`config.mk`:
```
export PLATFORM = sky130hd
export DESIGN_NAME = smcw_top
export DESIGN_NICKNAME = d
export VERILOG_FILES = /design/src/rtl/smcw_top.v /design/src/rtl/smcw_sync.v /design/src/rtl/smcw_can_wake.v
export VERILOG_INCLUDE_DIRS = /design/src /design/src/shared
export SDC_FILE = /design/constraint.sdc
export NUM_CORES = 1
export LEC_CHECK = 0
export BUFFER_PORTS_ARGS = -buffer_cell sky130_fd_sc_hd__buf_2
export CAP_MARGIN = 40
export CORE_MARGIN = 8
export CORE_UTILIZATION = 50
export CTS_BUF_LIST = sky130_fd_sc_hd__clkbuf_8 sky130_fd_sc_hd__clkbuf_16
export CTS_CLUSTER_DIAMETER = 200
export DETAILED_ROUTE_END_ITERATION = 7
export GPL_TIMING_DRIVEN = 0
export PLACE_DENSITY = 0.68
export SETUP_SLACK_MARGIN = 0.15
export SLEW_MARGIN = 15
export SYNTH_ARGS = -nofsm -noshare
export SYNTH_HDL_FRONTEND = slang
export SYNTH_SLANG_ARGS = --single-unit
```
`constraint.sdc`:
```
create_clock -name i_sys_clk -period 2.6 [get_ports i_sys_clk]
set_clock_uncertainty 0.05 [all_clocks]
set_input_delay 0.52 -clock i_sys_clk [delete_from_list [all_inputs] [get_ports i_sys_clk]]
set_output_delay 0.52 -clock i_sys_clk [all_outputs]
set_load 0.01 [all_outputs]
```
`src/shared/smcw_consts.vh`:
```
`ifndef SMCW_CONSTS_VH
`define SMCW_CONSTS_VH

// Clock rate
`define SMCW_CLK_MHZ          200
// CAN wake pulse filter
`define SMCW_PULSE_MIN_NS     500
`define SMCW_PULSE_MAX_US     500
`define SMCW_PULSE_MIN_CYC    ((`SMCW_PULSE_MIN_NS * `SMCW_CLK_MHZ + 999) / 1000)
`define SMCW_PULSE_MAX_CYC    (`SMCW_PULSE_MAX_US * `SMCW_CLK_MHZ)
`define SMCW_WAKE_PULSES      3
// Mode timers
`define SMCW_NREQ_MS          350
`define SMCW_NREQ_CYC         (`SMCW_NREQ_MS * 1000 * `SMCW_CLK_MHZ)
`define SMCW_RST_HOLD_US      20
`define SMCW_RST_HOLD_CYC     (`SMCW_RST_HOLD_US * `SMCW_CLK_MHZ)
`define SMCW_IRQ_PULSE_US     10
`define SMCW_IRQ_PULSE_CYC    (`SMCW_IRQ_PULSE_US * `SMCW_CLK_MHZ)
// Mode one-hot bit positions
`define SMCW_M_RST            0
`define SMCW_M_NREQ           1
`define SMCW_M_NORM           2
`define SMCW_M_STBY           3
`define SMCW_M_SLEEP          4
`define SMCW_M_STOP           5
// Reset values
`define SMCW_MODE_RST_VAL     6'h01
`define SMCW_SYNC_RST_VAL     6'h20

`endif

```
`src/rtl/smcw_top.v`:
```
`timescale 1ns/1ps
`include "smcw_consts.vh"
module smcw_top #(
  parameter [17:0] PULSE_MAX_CYC = `SMCW_PULSE_MAX_CYC,
  parameter [26:0] NREQ_CYC      = `SMCW_NREQ_CYC,
  parameter [26:0] RST_HOLD_CYC  = `SMCW_RST_HOLD_CYC
) (
  input  wire       i_sys_clk,
  input  wire       i_sys_rst,
  input  wire       i_clk_en,
  input  wire       i_can_wu_rx,
  input  wire       i_vsup_below_3v,
  input  wire       i_vsup_below_6v,
  input  wire       i_aux_below_4v5,
  input  wire       i_main_reg_low,
  input  wire       i_chip_select_n,
  input  wire       i_stop_overcur,
  input  wire       i_wd_timeout,
  input  wire       i_wd_closed_trig,
  input  wire       i_wd_cfg,
  input  wire       i_cfg_standby,
  input  wire       i_cmd_normal,
  input  wire       i_cmd_standby,
  input  wire       i_cmd_sleep,
  input  wire       i_cmd_stop,
  input  wire       i_wd_in_stop_en,
  input  wire       i_can_wake_en,
  input  wire       i_can_sleep_cmd,
  input  wire       i_can_normal_cmd,
  input  wire       i_cyclic_wake,
  input  wire       i_forced_wake,
  input  wire       i_early_warn_mask,
  input  wire       i_early_warn_clr,
  input  wire       i_supply_fail_clr,
  output reg  [5:0] o_mode,
  output reg        o_reset_n,
  output reg        o_irq_n_out,
  output reg        o_main_reg_en,
  output reg        o_main_reg_lowpwr,
  output reg        o_aux_ballast_drive,
  output reg        o_osc_lowacc_sel,
  output reg        o_wd_run,
  output reg        o_wd_apply,
  output reg        o_supply_fail_flag,
  output reg        o_low_supply,
  output reg        o_aux_reg_low_flag,
  output reg        o_can_wake_flag,
  output reg        o_can_tx_en,
  output reg        o_can_rx_en,
  output reg        o_can_wake_det_en
);
  localparam [5:0] M_RST   = 6'h01;
  localparam [5:0] M_NREQ  = 6'h02;
  localparam [5:0] M_NORM  = 6'h04;
  localparam [5:0] M_STBY  = 6'h08;
  localparam [5:0] M_SLEEP = 6'h10;
  localparam [5:0] M_STOP  = 6'h20;
  localparam [11:0] IRQ_CYC = `SMCW_IRQ_PULSE_CYC;
  localparam [17:0] PMIN    = `SMCW_PULSE_MIN_CYC;
  localparam [1:0]  NPULSE  = `SMCW_WAKE_PULSES;

  wire [5:0] pins_s;
  wire       rx_s;
  wire       vs3_s;
  wire       vs6_s;
  wire       aux_s;
  wire       mlow_s;
  wire       cs_n_s;
  wire       can_flag;
  wire       can_evt;
  wire       rst_cause;
  wire       dev_wake;
  wire       cs_rise;
  wire       ew_act;
  reg  [5:0]  mode_q;
  reg  [26:0] tm_q;
  reg  [11:0] irq_cnt_q;
  reg         from_sleep_q;
  reg         cs_prev_q;
  reg         can_sleep_q;
  reg         ew_prev_q;
  reg         ew_pend_q;
  reg         wd_apply_q;

  // Pin inputs cross into the clock domain first
  smcw_sync #(
    .W       (6),
    .RST_VAL (`SMCW_SYNC_RST_VAL)
  ) u_sync (
    .i_sys_clk (i_sys_clk),
    .i_sys_rst (i_sys_rst),
    .i_clk_en  (i_clk_en),
    .i_d       ({i_chip_select_n, i_main_reg_low, i_aux_below_4v5,
                 i_vsup_below_6v, i_vsup_below_3v, i_can_wu_rx}),
    .o_q       (pins_s)
  );

  assign rx_s   = pins_s[0];
  assign vs3_s  = pins_s[1];
  assign vs6_s  = pins_s[2];
  assign aux_s  = pins_s[3];
  assign mlow_s = pins_s[4];
  assign cs_n_s = pins_s[5];

  smcw_can_wake #(
    .CW      (18),
    .MIN_CYC (PMIN),
    .MAX_CYC (PULSE_MAX_CYC),
    .NPULSE  (NPULSE)
  ) u_can_wake (
    .i_sys_clk   (i_sys_clk),
    .i_sys_rst   (i_sys_rst),
    .i_clk_en    (i_clk_en),
    .i_arm       (can_sleep_q & i_can_wake_en),
    .i_rx        (rx_s),
    .o_wake_flag (can_flag),
    .o_wake_evt  (can_evt)
  );

  assign rst_cause = mlow_s | i_wd_timeout | i_wd_closed_trig;
  assign dev_wake  = i_cyclic_wake | i_forced_wake | can_evt;
  assign cs_rise   = ~cs_prev_q & cs_n_s;
  assign ew_act    = (mode_q[`SMCW_M_NORM] | mode_q[`SMCW_M_STBY]) & vs6_s;

  // Mode sequencer
  always @(posedge i_sys_clk) begin
    if (i_sys_rst) begin
      mode_q       <= `SMCW_MODE_RST_VAL;
      tm_q         <= 27'h0;
      irq_cnt_q    <= 12'h0;
      from_sleep_q <= 1'b0;
      cs_prev_q    <= 1'b1;
      wd_apply_q   <= 1'b0;
    end else if (i_clk_en) begin
      cs_prev_q  <= cs_n_s;
      wd_apply_q <= 1'b0;
      if (irq_cnt_q != 12'h0) begin
        irq_cnt_q <= irq_cnt_q - 12'h1;
      end
      case (mode_q)
        M_RST: begin
          if (mlow_s) begin
            tm_q <= 27'h0;
          end else if (tm_q >= RST_HOLD_CYC - 27'h1) begin
            tm_q   <= 27'h0;
            mode_q <= M_NREQ;
          end else begin
            tm_q <= tm_q + 27'h1;
          end
        end
        M_NREQ: begin
          if (rst_cause) begin
            tm_q         <= 27'h0;
            from_sleep_q <= 1'b0;
            mode_q       <= M_RST;
          end else if (i_wd_cfg) begin
            tm_q       <= 27'h0;
            wd_apply_q <= 1'b1;
            mode_q     <= i_cfg_standby ? M_STBY : M_NORM;
          end else if (tm_q >= NREQ_CYC - 27'h1) begin
            tm_q <= 27'h0;
            if (from_sleep_q) begin
              mode_q <= M_SLEEP;
            end else begin
              mode_q <= M_RST;
            end
          end else begin
            tm_q <= tm_q + 27'h1;
          end
        end
        M_NORM, M_STBY: begin
          tm_q <= 27'h0;
          if (rst_cause) begin
            from_sleep_q <= 1'b0;
            mode_q       <= M_RST;
          end else if (i_cmd_sleep) begin
            mode_q <= M_SLEEP;
          end else if (i_cmd_stop) begin
            mode_q <= M_STOP;
          end else if (i_cmd_standby) begin
            mode_q <= M_STBY;
          end else if (i_cmd_normal) begin
            mode_q <= M_NORM;
          end
        end
        M_SLEEP: begin
          tm_q <= 27'h0;
          if (dev_wake) begin
            from_sleep_q <= 1'b1;
            mode_q       <= M_RST;
          end
        end
        M_STOP: begin
          tm_q <= 27'h0;
          if (mlow_s || (i_wd_timeout && i_wd_in_stop_en)) begin
            from_sleep_q <= 1'b0;
            mode_q       <= M_RST;
          end else if (dev_wake || i_stop_overcur || cs_rise) begin
            from_sleep_q <= 1'b0;
            irq_cnt_q    <= IRQ_CYC;
            mode_q       <= M_NREQ;
          end
        end
        default: begin
          tm_q   <= 27'h0;
          mode_q <= M_RST;
        end
      endcase
    end
  end

  // CAN interface sleep state
  always @(posedge i_sys_clk) begin
    if (i_sys_rst) begin
      can_sleep_q <= 1'b0;
    end else if (i_clk_en) begin
      if (i_can_sleep_cmd || mode_q[`SMCW_M_STBY] || mode_q[`SMCW_M_SLEEP]
          || mode_q[`SMCW_M_STOP]) begin
        can_sleep_q <= 1'b1;
      end else if (i_can_normal_cmd) begin
        can_sleep_q <= 1'b0;
      end
    end
  end

  // Supply monitors and early warning
  always @(posedge i_sys_clk) begin
    if (i_sys_rst) begin
      ew_prev_q <= 1'b0;
      ew_pend_q <= 1'b0;
    end else if (i_clk_en) begin
      ew_prev_q <= ew_act;
      if (ew_act && !ew_prev_q) begin
        ew_pend_q <= 1'b1;
      end else if (i_early_warn_clr) begin
        ew_pend_q <= 1'b0;
      end
    end
  end

  // Registered outputs
  always @(posedge i_sys_clk) begin
    if (i_sys_rst) begin
      o_mode              <= `SMCW_MODE_RST_VAL;
      o_reset_n           <= 1'b0;
      o_irq_n_out         <= 1'b1;
      o_main_reg_en       <= 1'b1;
      o_main_reg_lowpwr   <= 1'b0;
      o_aux_ballast_drive <= 1'b0;
      o_osc_lowacc_sel    <= 1'b0;
      o_wd_run            <= 1'b0;
      o_wd_apply          <= 1'b0;
      o_supply_fail_flag  <= 1'b0;
      o_low_supply        <= 1'b0;
      o_aux_reg_low_flag  <= 1'b0;
      o_can_wake_flag     <= 1'b0;
      o_can_tx_en         <= 1'b0;
      o_can_rx_en         <= 1'b0;
      o_can_wake_det_en   <= 1'b0;
    end else if (i_clk_en) begin
      o_mode              <= mode_q;
      o_reset_n           <= ~mode_q[`SMCW_M_RST];
      o_irq_n_out         <= ~((irq_cnt_q != 12'h0) | (ew_pend_q & ~i_early_warn_mask));
      o_main_reg_en       <= ~mode_q[`SMCW_M_SLEEP];
      o_main_reg_lowpwr   <= mode_q[`SMCW_M_STOP];
      o_aux_ballast_drive <= mode_q[`SMCW_M_NORM];
      o_osc_lowacc_sel    <= mode_q[`SMCW_M_SLEEP] | mode_q[`SMCW_M_STOP];
      o_wd_run            <= mode_q[`SMCW_M_NORM] | mode_q[`SMCW_M_STBY]
                             | (mode_q[`SMCW_M_STOP] & i_wd_in_stop_en);
      o_wd_apply          <= wd_apply_q;
      o_supply_fail_flag  <= vs3_s | (o_supply_fail_flag & ~i_supply_fail_clr);
      o_low_supply        <= ew_act;
      o_aux_reg_low_flag  <= aux_s;
      o_can_wake_flag     <= can_flag;
      o_can_tx_en         <= ~can_sleep_q & mode_q[`SMCW_M_NORM];
      o_can_rx_en         <= ~can_sleep_q & mode_q[`SMCW_M_NORM];
      o_can_wake_det_en   <= can_sleep_q & i_can_wake_en;
    end
  end
endmodule // smcw_top

```
`src/rtl/smcw_sync.v`:
```
`timescale 1ns/1ps
module smcw_sync #(
  parameter         W       = 1,
  parameter [W-1:0] RST_VAL = {W{1'b0}}
) (
  input  wire         i_sys_clk,
  input  wire         i_sys_rst,
  input  wire         i_clk_en,
  input  wire [W-1:0] i_d,
  output wire [W-1:0] o_q
);
  reg [W-1:0] s1_q;
  reg [W-1:0] s2_q;

  // Two-stage synchroniser; first stage read only by the second
  always @(posedge i_sys_clk) begin
    if (i_sys_rst) begin
      s1_q <= RST_VAL;
      s2_q <= RST_VAL;
    end else if (i_clk_en) begin
      s1_q <= i_d;
      s2_q <= s1_q;
    end
  end

  assign o_q = s2_q;
endmodule // smcw_sync

```
`src/rtl/smcw_can_wake.v`:
```
`timescale 1ns/1ps
module smcw_can_wake #(
  parameter          CW      = 18,
  parameter [CW-1:0] MIN_CYC = 100,
  parameter [CW-1:0] MAX_CYC = 100000,
  parameter [1:0]    NPULSE  = 2'h3
) (
  input  wire i_sys_clk,
  input  wire i_sys_rst,
  input  wire i_clk_en,
  input  wire i_arm,
  input  wire i_rx,
  output reg  o_wake_flag,
  output reg  o_wake_evt
);
  reg          rx_prev_q;
  reg [CW-1:0] wid_q;
  reg [CW-1:0] gap_q;
  reg [1:0]    cnt_q;
  wire         fall;
  wire         accept;
  wire         reject;

  assign fall   = rx_prev_q & ~i_rx;
  assign accept = fall & (wid_q > MIN_CYC) & (wid_q < MAX_CYC);
  assign reject = (fall & ~accept) | (i_rx & (wid_q == MAX_CYC));

  always @(posedge i_sys_clk) begin
    if (i_sys_rst) begin
      rx_prev_q   <= 1'b0;
      wid_q       <= {CW{1'b0}};
      gap_q       <= {CW{1'b0}};
      cnt_q       <= 2'h0;
      o_wake_flag <= 1'b0;
      o_wake_evt  <= 1'b0;
    end else if (i_clk_en) begin
      if (!i_arm) begin
        // Leaving CAN sleep ends the wake cycle
        rx_prev_q   <= 1'b0;
        wid_q       <= {CW{1'b0}};
        gap_q       <= {CW{1'b0}};
        cnt_q       <= 2'h0;
        o_wake_flag <= 1'b0;
        o_wake_evt  <= 1'b0;
      end else begin
        rx_prev_q  <= i_rx;
        o_wake_evt <= 1'b0;
        if (i_rx && wid_q != MAX_CYC) begin
          wid_q <= wid_q + 1'b1;
        end else if (!i_rx) begin
          wid_q <= {CW{1'b0}};
        end
        if (cnt_q != 2'h0 && !i_rx && gap_q <= MAX_CYC) begin
          gap_q <= gap_q + 1'b1;
        end else if (i_rx || cnt_q == 2'h0) begin
          gap_q <= {CW{1'b0}};
        end
        if (reject) begin
          cnt_q <= 2'h0;
        end else if (gap_q > MAX_CYC) begin
          cnt_q <= 2'h0;
        end else if (accept) begin
          if (cnt_q == NPULSE - 2'h1) begin
            cnt_q       <= 2'h0;
            o_wake_flag <= 1'b1;
            o_wake_evt  <= ~o_wake_flag;
          end else begin
            cnt_q <= cnt_q + 2'h1;
          end
        end
      end
    end
  end
endmodule // smcw_can_wake

```
==> results.py <==
metrics = {
    "cts": {
        "total_clock_buffers_created_by_cts": 17,
        "tritoncts": "built",
        "sinks_on_the_clock_net": 121,
        "clk-insertion-delay-late_ps": 420,
        "clock_tree.buffer_depth": 2,
        "cts-root-buf": "clkbuf_16",
        "clkTransAtPathRegs_ps": 50,
        "cts_hold_buf": 0,
        "htree_levels": 4,
    },
    "pwr": {
        "power.static_leakage_nw": 2.79,
        "sequential_share_of_power_pct": 34.6,
        "power_frac_clock_pct": 38.3,
        "switchingPower_w": 0.00195,
        "max-vdd-ir-drop_v": 0.000590,
        "fin_total_pwr_w": 0.00621,
        "power-per-cell-area_nw_per_um2": 838,
        "switching_share_pct": 31.4,
        "power_frac_comb_pct": 27.1,
        "cellInternalPower_w": 0.00426,
    },
    "grt": {
        "grt_pass1_wl_mm": 27.1,
        "antenna_found_initial": 0,
        "maximum_number_of_pins_on_one_net_before_global_route_repair": 17,
        "remaining_global_route_overflow": 0,
        "grt.total_usage_pct": 20.8,
        "via_count_of_the_first_global_routing_pass": 5529,
    },
    "layout": {
        "fillers": 1067,
        "area.growth.synth_to_final_pct": 20.2,
        "final_cell_count_no_fill": 976,
        "post-route-cell-area_um2": 7410,
        "post_route_cells_drive_above_1_share_pct": 15.8,
        "ant_cells": 0,
        "final_net_count": 850,
    },
    "floorplan": {
        "die_width_um": 127,
        "rows": 40,
        "io_pins": 48,
        "dieArea_um2": 16100,
        "effective_utilization_at_floorplan_pct": 51.3,
        "die_height_um": 127,
        "core_region_area_um2": 12000,
    },
    "synth": {
        "synth_largest_area_cell": "dfxtp_1",
        "post_synth_inst_count": 746,
        "number_of_enable_flip_flop_cells_after_synthesis": 0,
        "adder_and_majority_gate_portion_of_the_synthesized_area_pct": 1.42,
        "syn_avg_cell_area_um2": 8.26,
        "syn-num-nets": 780,
        "ys_types": 67,
        "syn_area_um2": 6160,
        "dominant_combinational_cell_family_by_area_after_synthesis": "simple AND/OR/NAND/NOR gates",
        "synthesized_area_fraction_occupied_by_ao_oa_aoi_and_oai_cells_pct": 14.1,
        "synth_seq_cells": 121,
        "post_synthesis_simple_gate_area_fraction_pct": 31.3,
        "synthTopCellsByArea": "dfxtp_1, nor2_1, xor2_1, nand2_1, a21oi_1",
        "yosysSeqAreaShare_pct": 39.3,
        "synth.area.mux_share_pct": 3.09,
        "flip_flop_cell_with_the_highest_count_after_synthesis": "dfxtp_1",
        "synth_xor_area_share_pct": 6.68,
        "post-synth-top-area-fraction_pct": 39.3,
        "postSynth.asyncResetShare_pct": 0,
        "yosysWarningCount": 0,
    },
    "worst_setup_path": {
        "required_ps": 2890,
        "reg_to_reg_slack_setup_ps": 180,
        "slowest_delay_ps": 590,
        "arrival_ps": 2710,
        "worst_path_max_delay_cell": "or4_4",
        "r2r-end": "tm_q[9]",
        "crit_fanout": 8,
        "worst-r2r-cell-count": 6,
        "timing.critical_path.cells": "or4_4 -> nor4_4 -> o2111a_2 -> o2bb2ai_4 -> or4b_1 -> a31oi_1",
        "setup.worst_path.start_class": "flop",
        "cp_num_buf_inv": 0,
        "crit_type": "flop to flop",
        "worst_setup_path_end_kind": "flop",
        "cpLargestDelayFamily": "simple AND/OR/NAND/NOR gates",
        "r2r_start": "tm_q[14]",
    },
    "placed_design": {
        "place_congestion": 0.929,
        "placement.io_buffers": 46,
        "place.detailed.hpwl_mm": 11.8,
        "numPlacedInstances": 939,
        "placed_area_um2": 6580,
    },
    "detailed_routing": {
        "dr_total_vias": 5911,
        "route.detailed.vias_per_inst": 6.06,
        "drtPass1Iterations": 5,
        "detail_route.wl_per_cell_um": 17.3,
        "antenna_violating_nets_post_route": 0,
        "routed_wirelength_mm": 16.9,
        "post-route-drc-count": 0,
        "detailedRoute.firstIterationViolations": 684,
    },
    "min_path": {
        "timing.hold.worst_path_depth": 2,
        "timing.hold.worst_endpoint": "u_sync.s1_q[5]",
        "worstHoldPathType": "input pin to flop",
        "hold_start": "i_chip_select_n",
    },
    "sta": {
        "fin_hold_ws_ps": 284,
        "fmax_ghz": 0.413,
        "final_period_demand_of_the_worst_path_ps": 2420,
        "slew_viol_final": 0,
        "timing.final.setup_violations": 0,
        "fin_crit_sh_pct": 93.2,
        "final_hold_viol_count": 0,
        "worst_slew_pin_slew_ps": 754,
        "grt_setup_unrepaired": "yes",
        "slew_headroom_pct": 49.7,
    },
    "run": {
        "timing.max_cap.violations": 0,
    },
    "outcome": {
        "status": "complete, no violations",
    },
}
## worst max-delay path by stage
stage	startpoint	slack, ps	end	cells past startpoint
global route	tm_q[24]	110	mode_q[2]	8
floorplan	i_clk_en	360	mode_q[5]	6
CTS	tm_q[22]	130	tm_q[22]	8
finish	tm_q[14]	180	tm_q[9]	6
detailed placement	i_clk_en	-450	mode_q[5]	6
global placement	i_clk_en	-360	irq_cnt_q[9]	6
## area by class of cell
| class | instances | area, um2 | share of cell area [%] |
|---|---|---|---|
| clock buffers | 20 | 467 | 6.30 |
| inverters | 18 | 67.6 | 0.912 |
| well taps | 147 | 184 | 2.48 |
| repair buffers | 51 | 268 | 3.61 |
| clock inverters | 12 | 131 | 1.77 |
| flip-flops and latches | 121 | 2430 | 32.8 |
| plain buffers | 44 | 201 | 2.72 |
| multi-input cells | 563 | 3660 | 49.4 |
## worst register-to-register path: stages (launching register included)
cell	delay, ps
dfxtp_1	340
or4_4	590
nor4_4	230
o2111a_2	300
o2bb2ai_4	180
or4b_1	470
a31oi_1	180
## routing by layer
metal  routed length (um)  share of wire [%]  track usage (%)  up-vias
met5                    0                  0                0        -
met4                  426                2.5             9.03        0
met3                 1160                6.8             5.78       43
met1                 7750                 46             27.1     2826
li1                     -                  -                -     2829
met2                 7560                 45             31.4      213
## power groups by stage
stage / clock network [W] / registers, W / logic (W)
after CTS: 0.00240 / 0.00214 / 0.00157
after floorplan: 0 / 0.00216 / 0.00112
after detailed placement: 0 / 0.00218 / 0.00149
after global placement: 0 / 0.00217 / 0.00144
after global routing: 0.00247 / 0.00217 / 0.00183
final: 0.00238 / 0.00215 / 0.00168
## Yosys cell counts (8+ instances only)
cell type  count
clkbuf_1      26
xnor2_1       18
inv_1         18
dfxtp_1      121
and3_1        21
nor2b_1       13
nand2_1       57
buf_2          8
mux2i_1       19
nand3_1       35
nor3_1        24
o21ai_0       23
and4_1         9
nand4_1       23
and2_1        11
xor2_1        29
a31oi_1       14
a21oi_1       40
nor4_1        15
nor2_1        98
## cells by family after synthesis
logic type,after synthesis
AND/OR/NAND/NOR,363
adder cells (fa/ha/maj),7
buffers and inverters,62
flip-flops,121
multiplexers,19
AO/OA/AOI/OAI,127
XOR/XNOR,47
## sequential cells by signal (all words and copies together) (netlist names), 6 cells and up
register / flops
tm_q: 27
irq_cnt_q: 12
u_can_wake.wid_q: 18
u_sync.o_q: 6
u_can_wake.gap_q: 18
mode_q: 6
u_sync.s1_q: 6
o_mode: 6
## through the flow
step | worst slack, ps | TNS [ps] | util [%]
3_3_place_gp | -362 | -5000 | 54.8
2_1_floorplan | 362 | 0 | -
5_1_grt | 114 | 0 | 61.7
6_report | 178 | 0 | 61.7
4_1_cts | 130 | 0 | 60.3
3_5_place_dp | -451 | -6560 | 54.8
## timing repair
item	in CTS	in global routing
endpoints found under the hold margin	0	0
gates resized for setup	10	38
gates cloned	0	1
setup buffers	3	1
pin swaps	3	8
setup endpoints to repair	37	53
## placed cells by master (no fill, tap or decap), types with 7 or more instances in the layout
cell       synthesis  final
a21oi_1           40     39
a31oi_1           14     14
and2_1            11     11
and3_1            21     19
and4_1             9      9
buf_2              8     53
buf_4              3      8
clkbuf_1          26     22
clkbuf_16          0     17
dfxtp_1          121    118
inv_1             18     21
mux2i_1           19     19
nand2_1           57     57
nand2b_1           7      7
nand3_1           35     35
nand3b_1           7      7
nand4_1           23     23
nor2_1            98     98
nor2b_1           13     12
nor3_1            24     24
nor4_1            15     12
o21ai_0           23     22
xnor2_1           18     18
xor2_1            29     29
(Power assumes the default switching activity.)
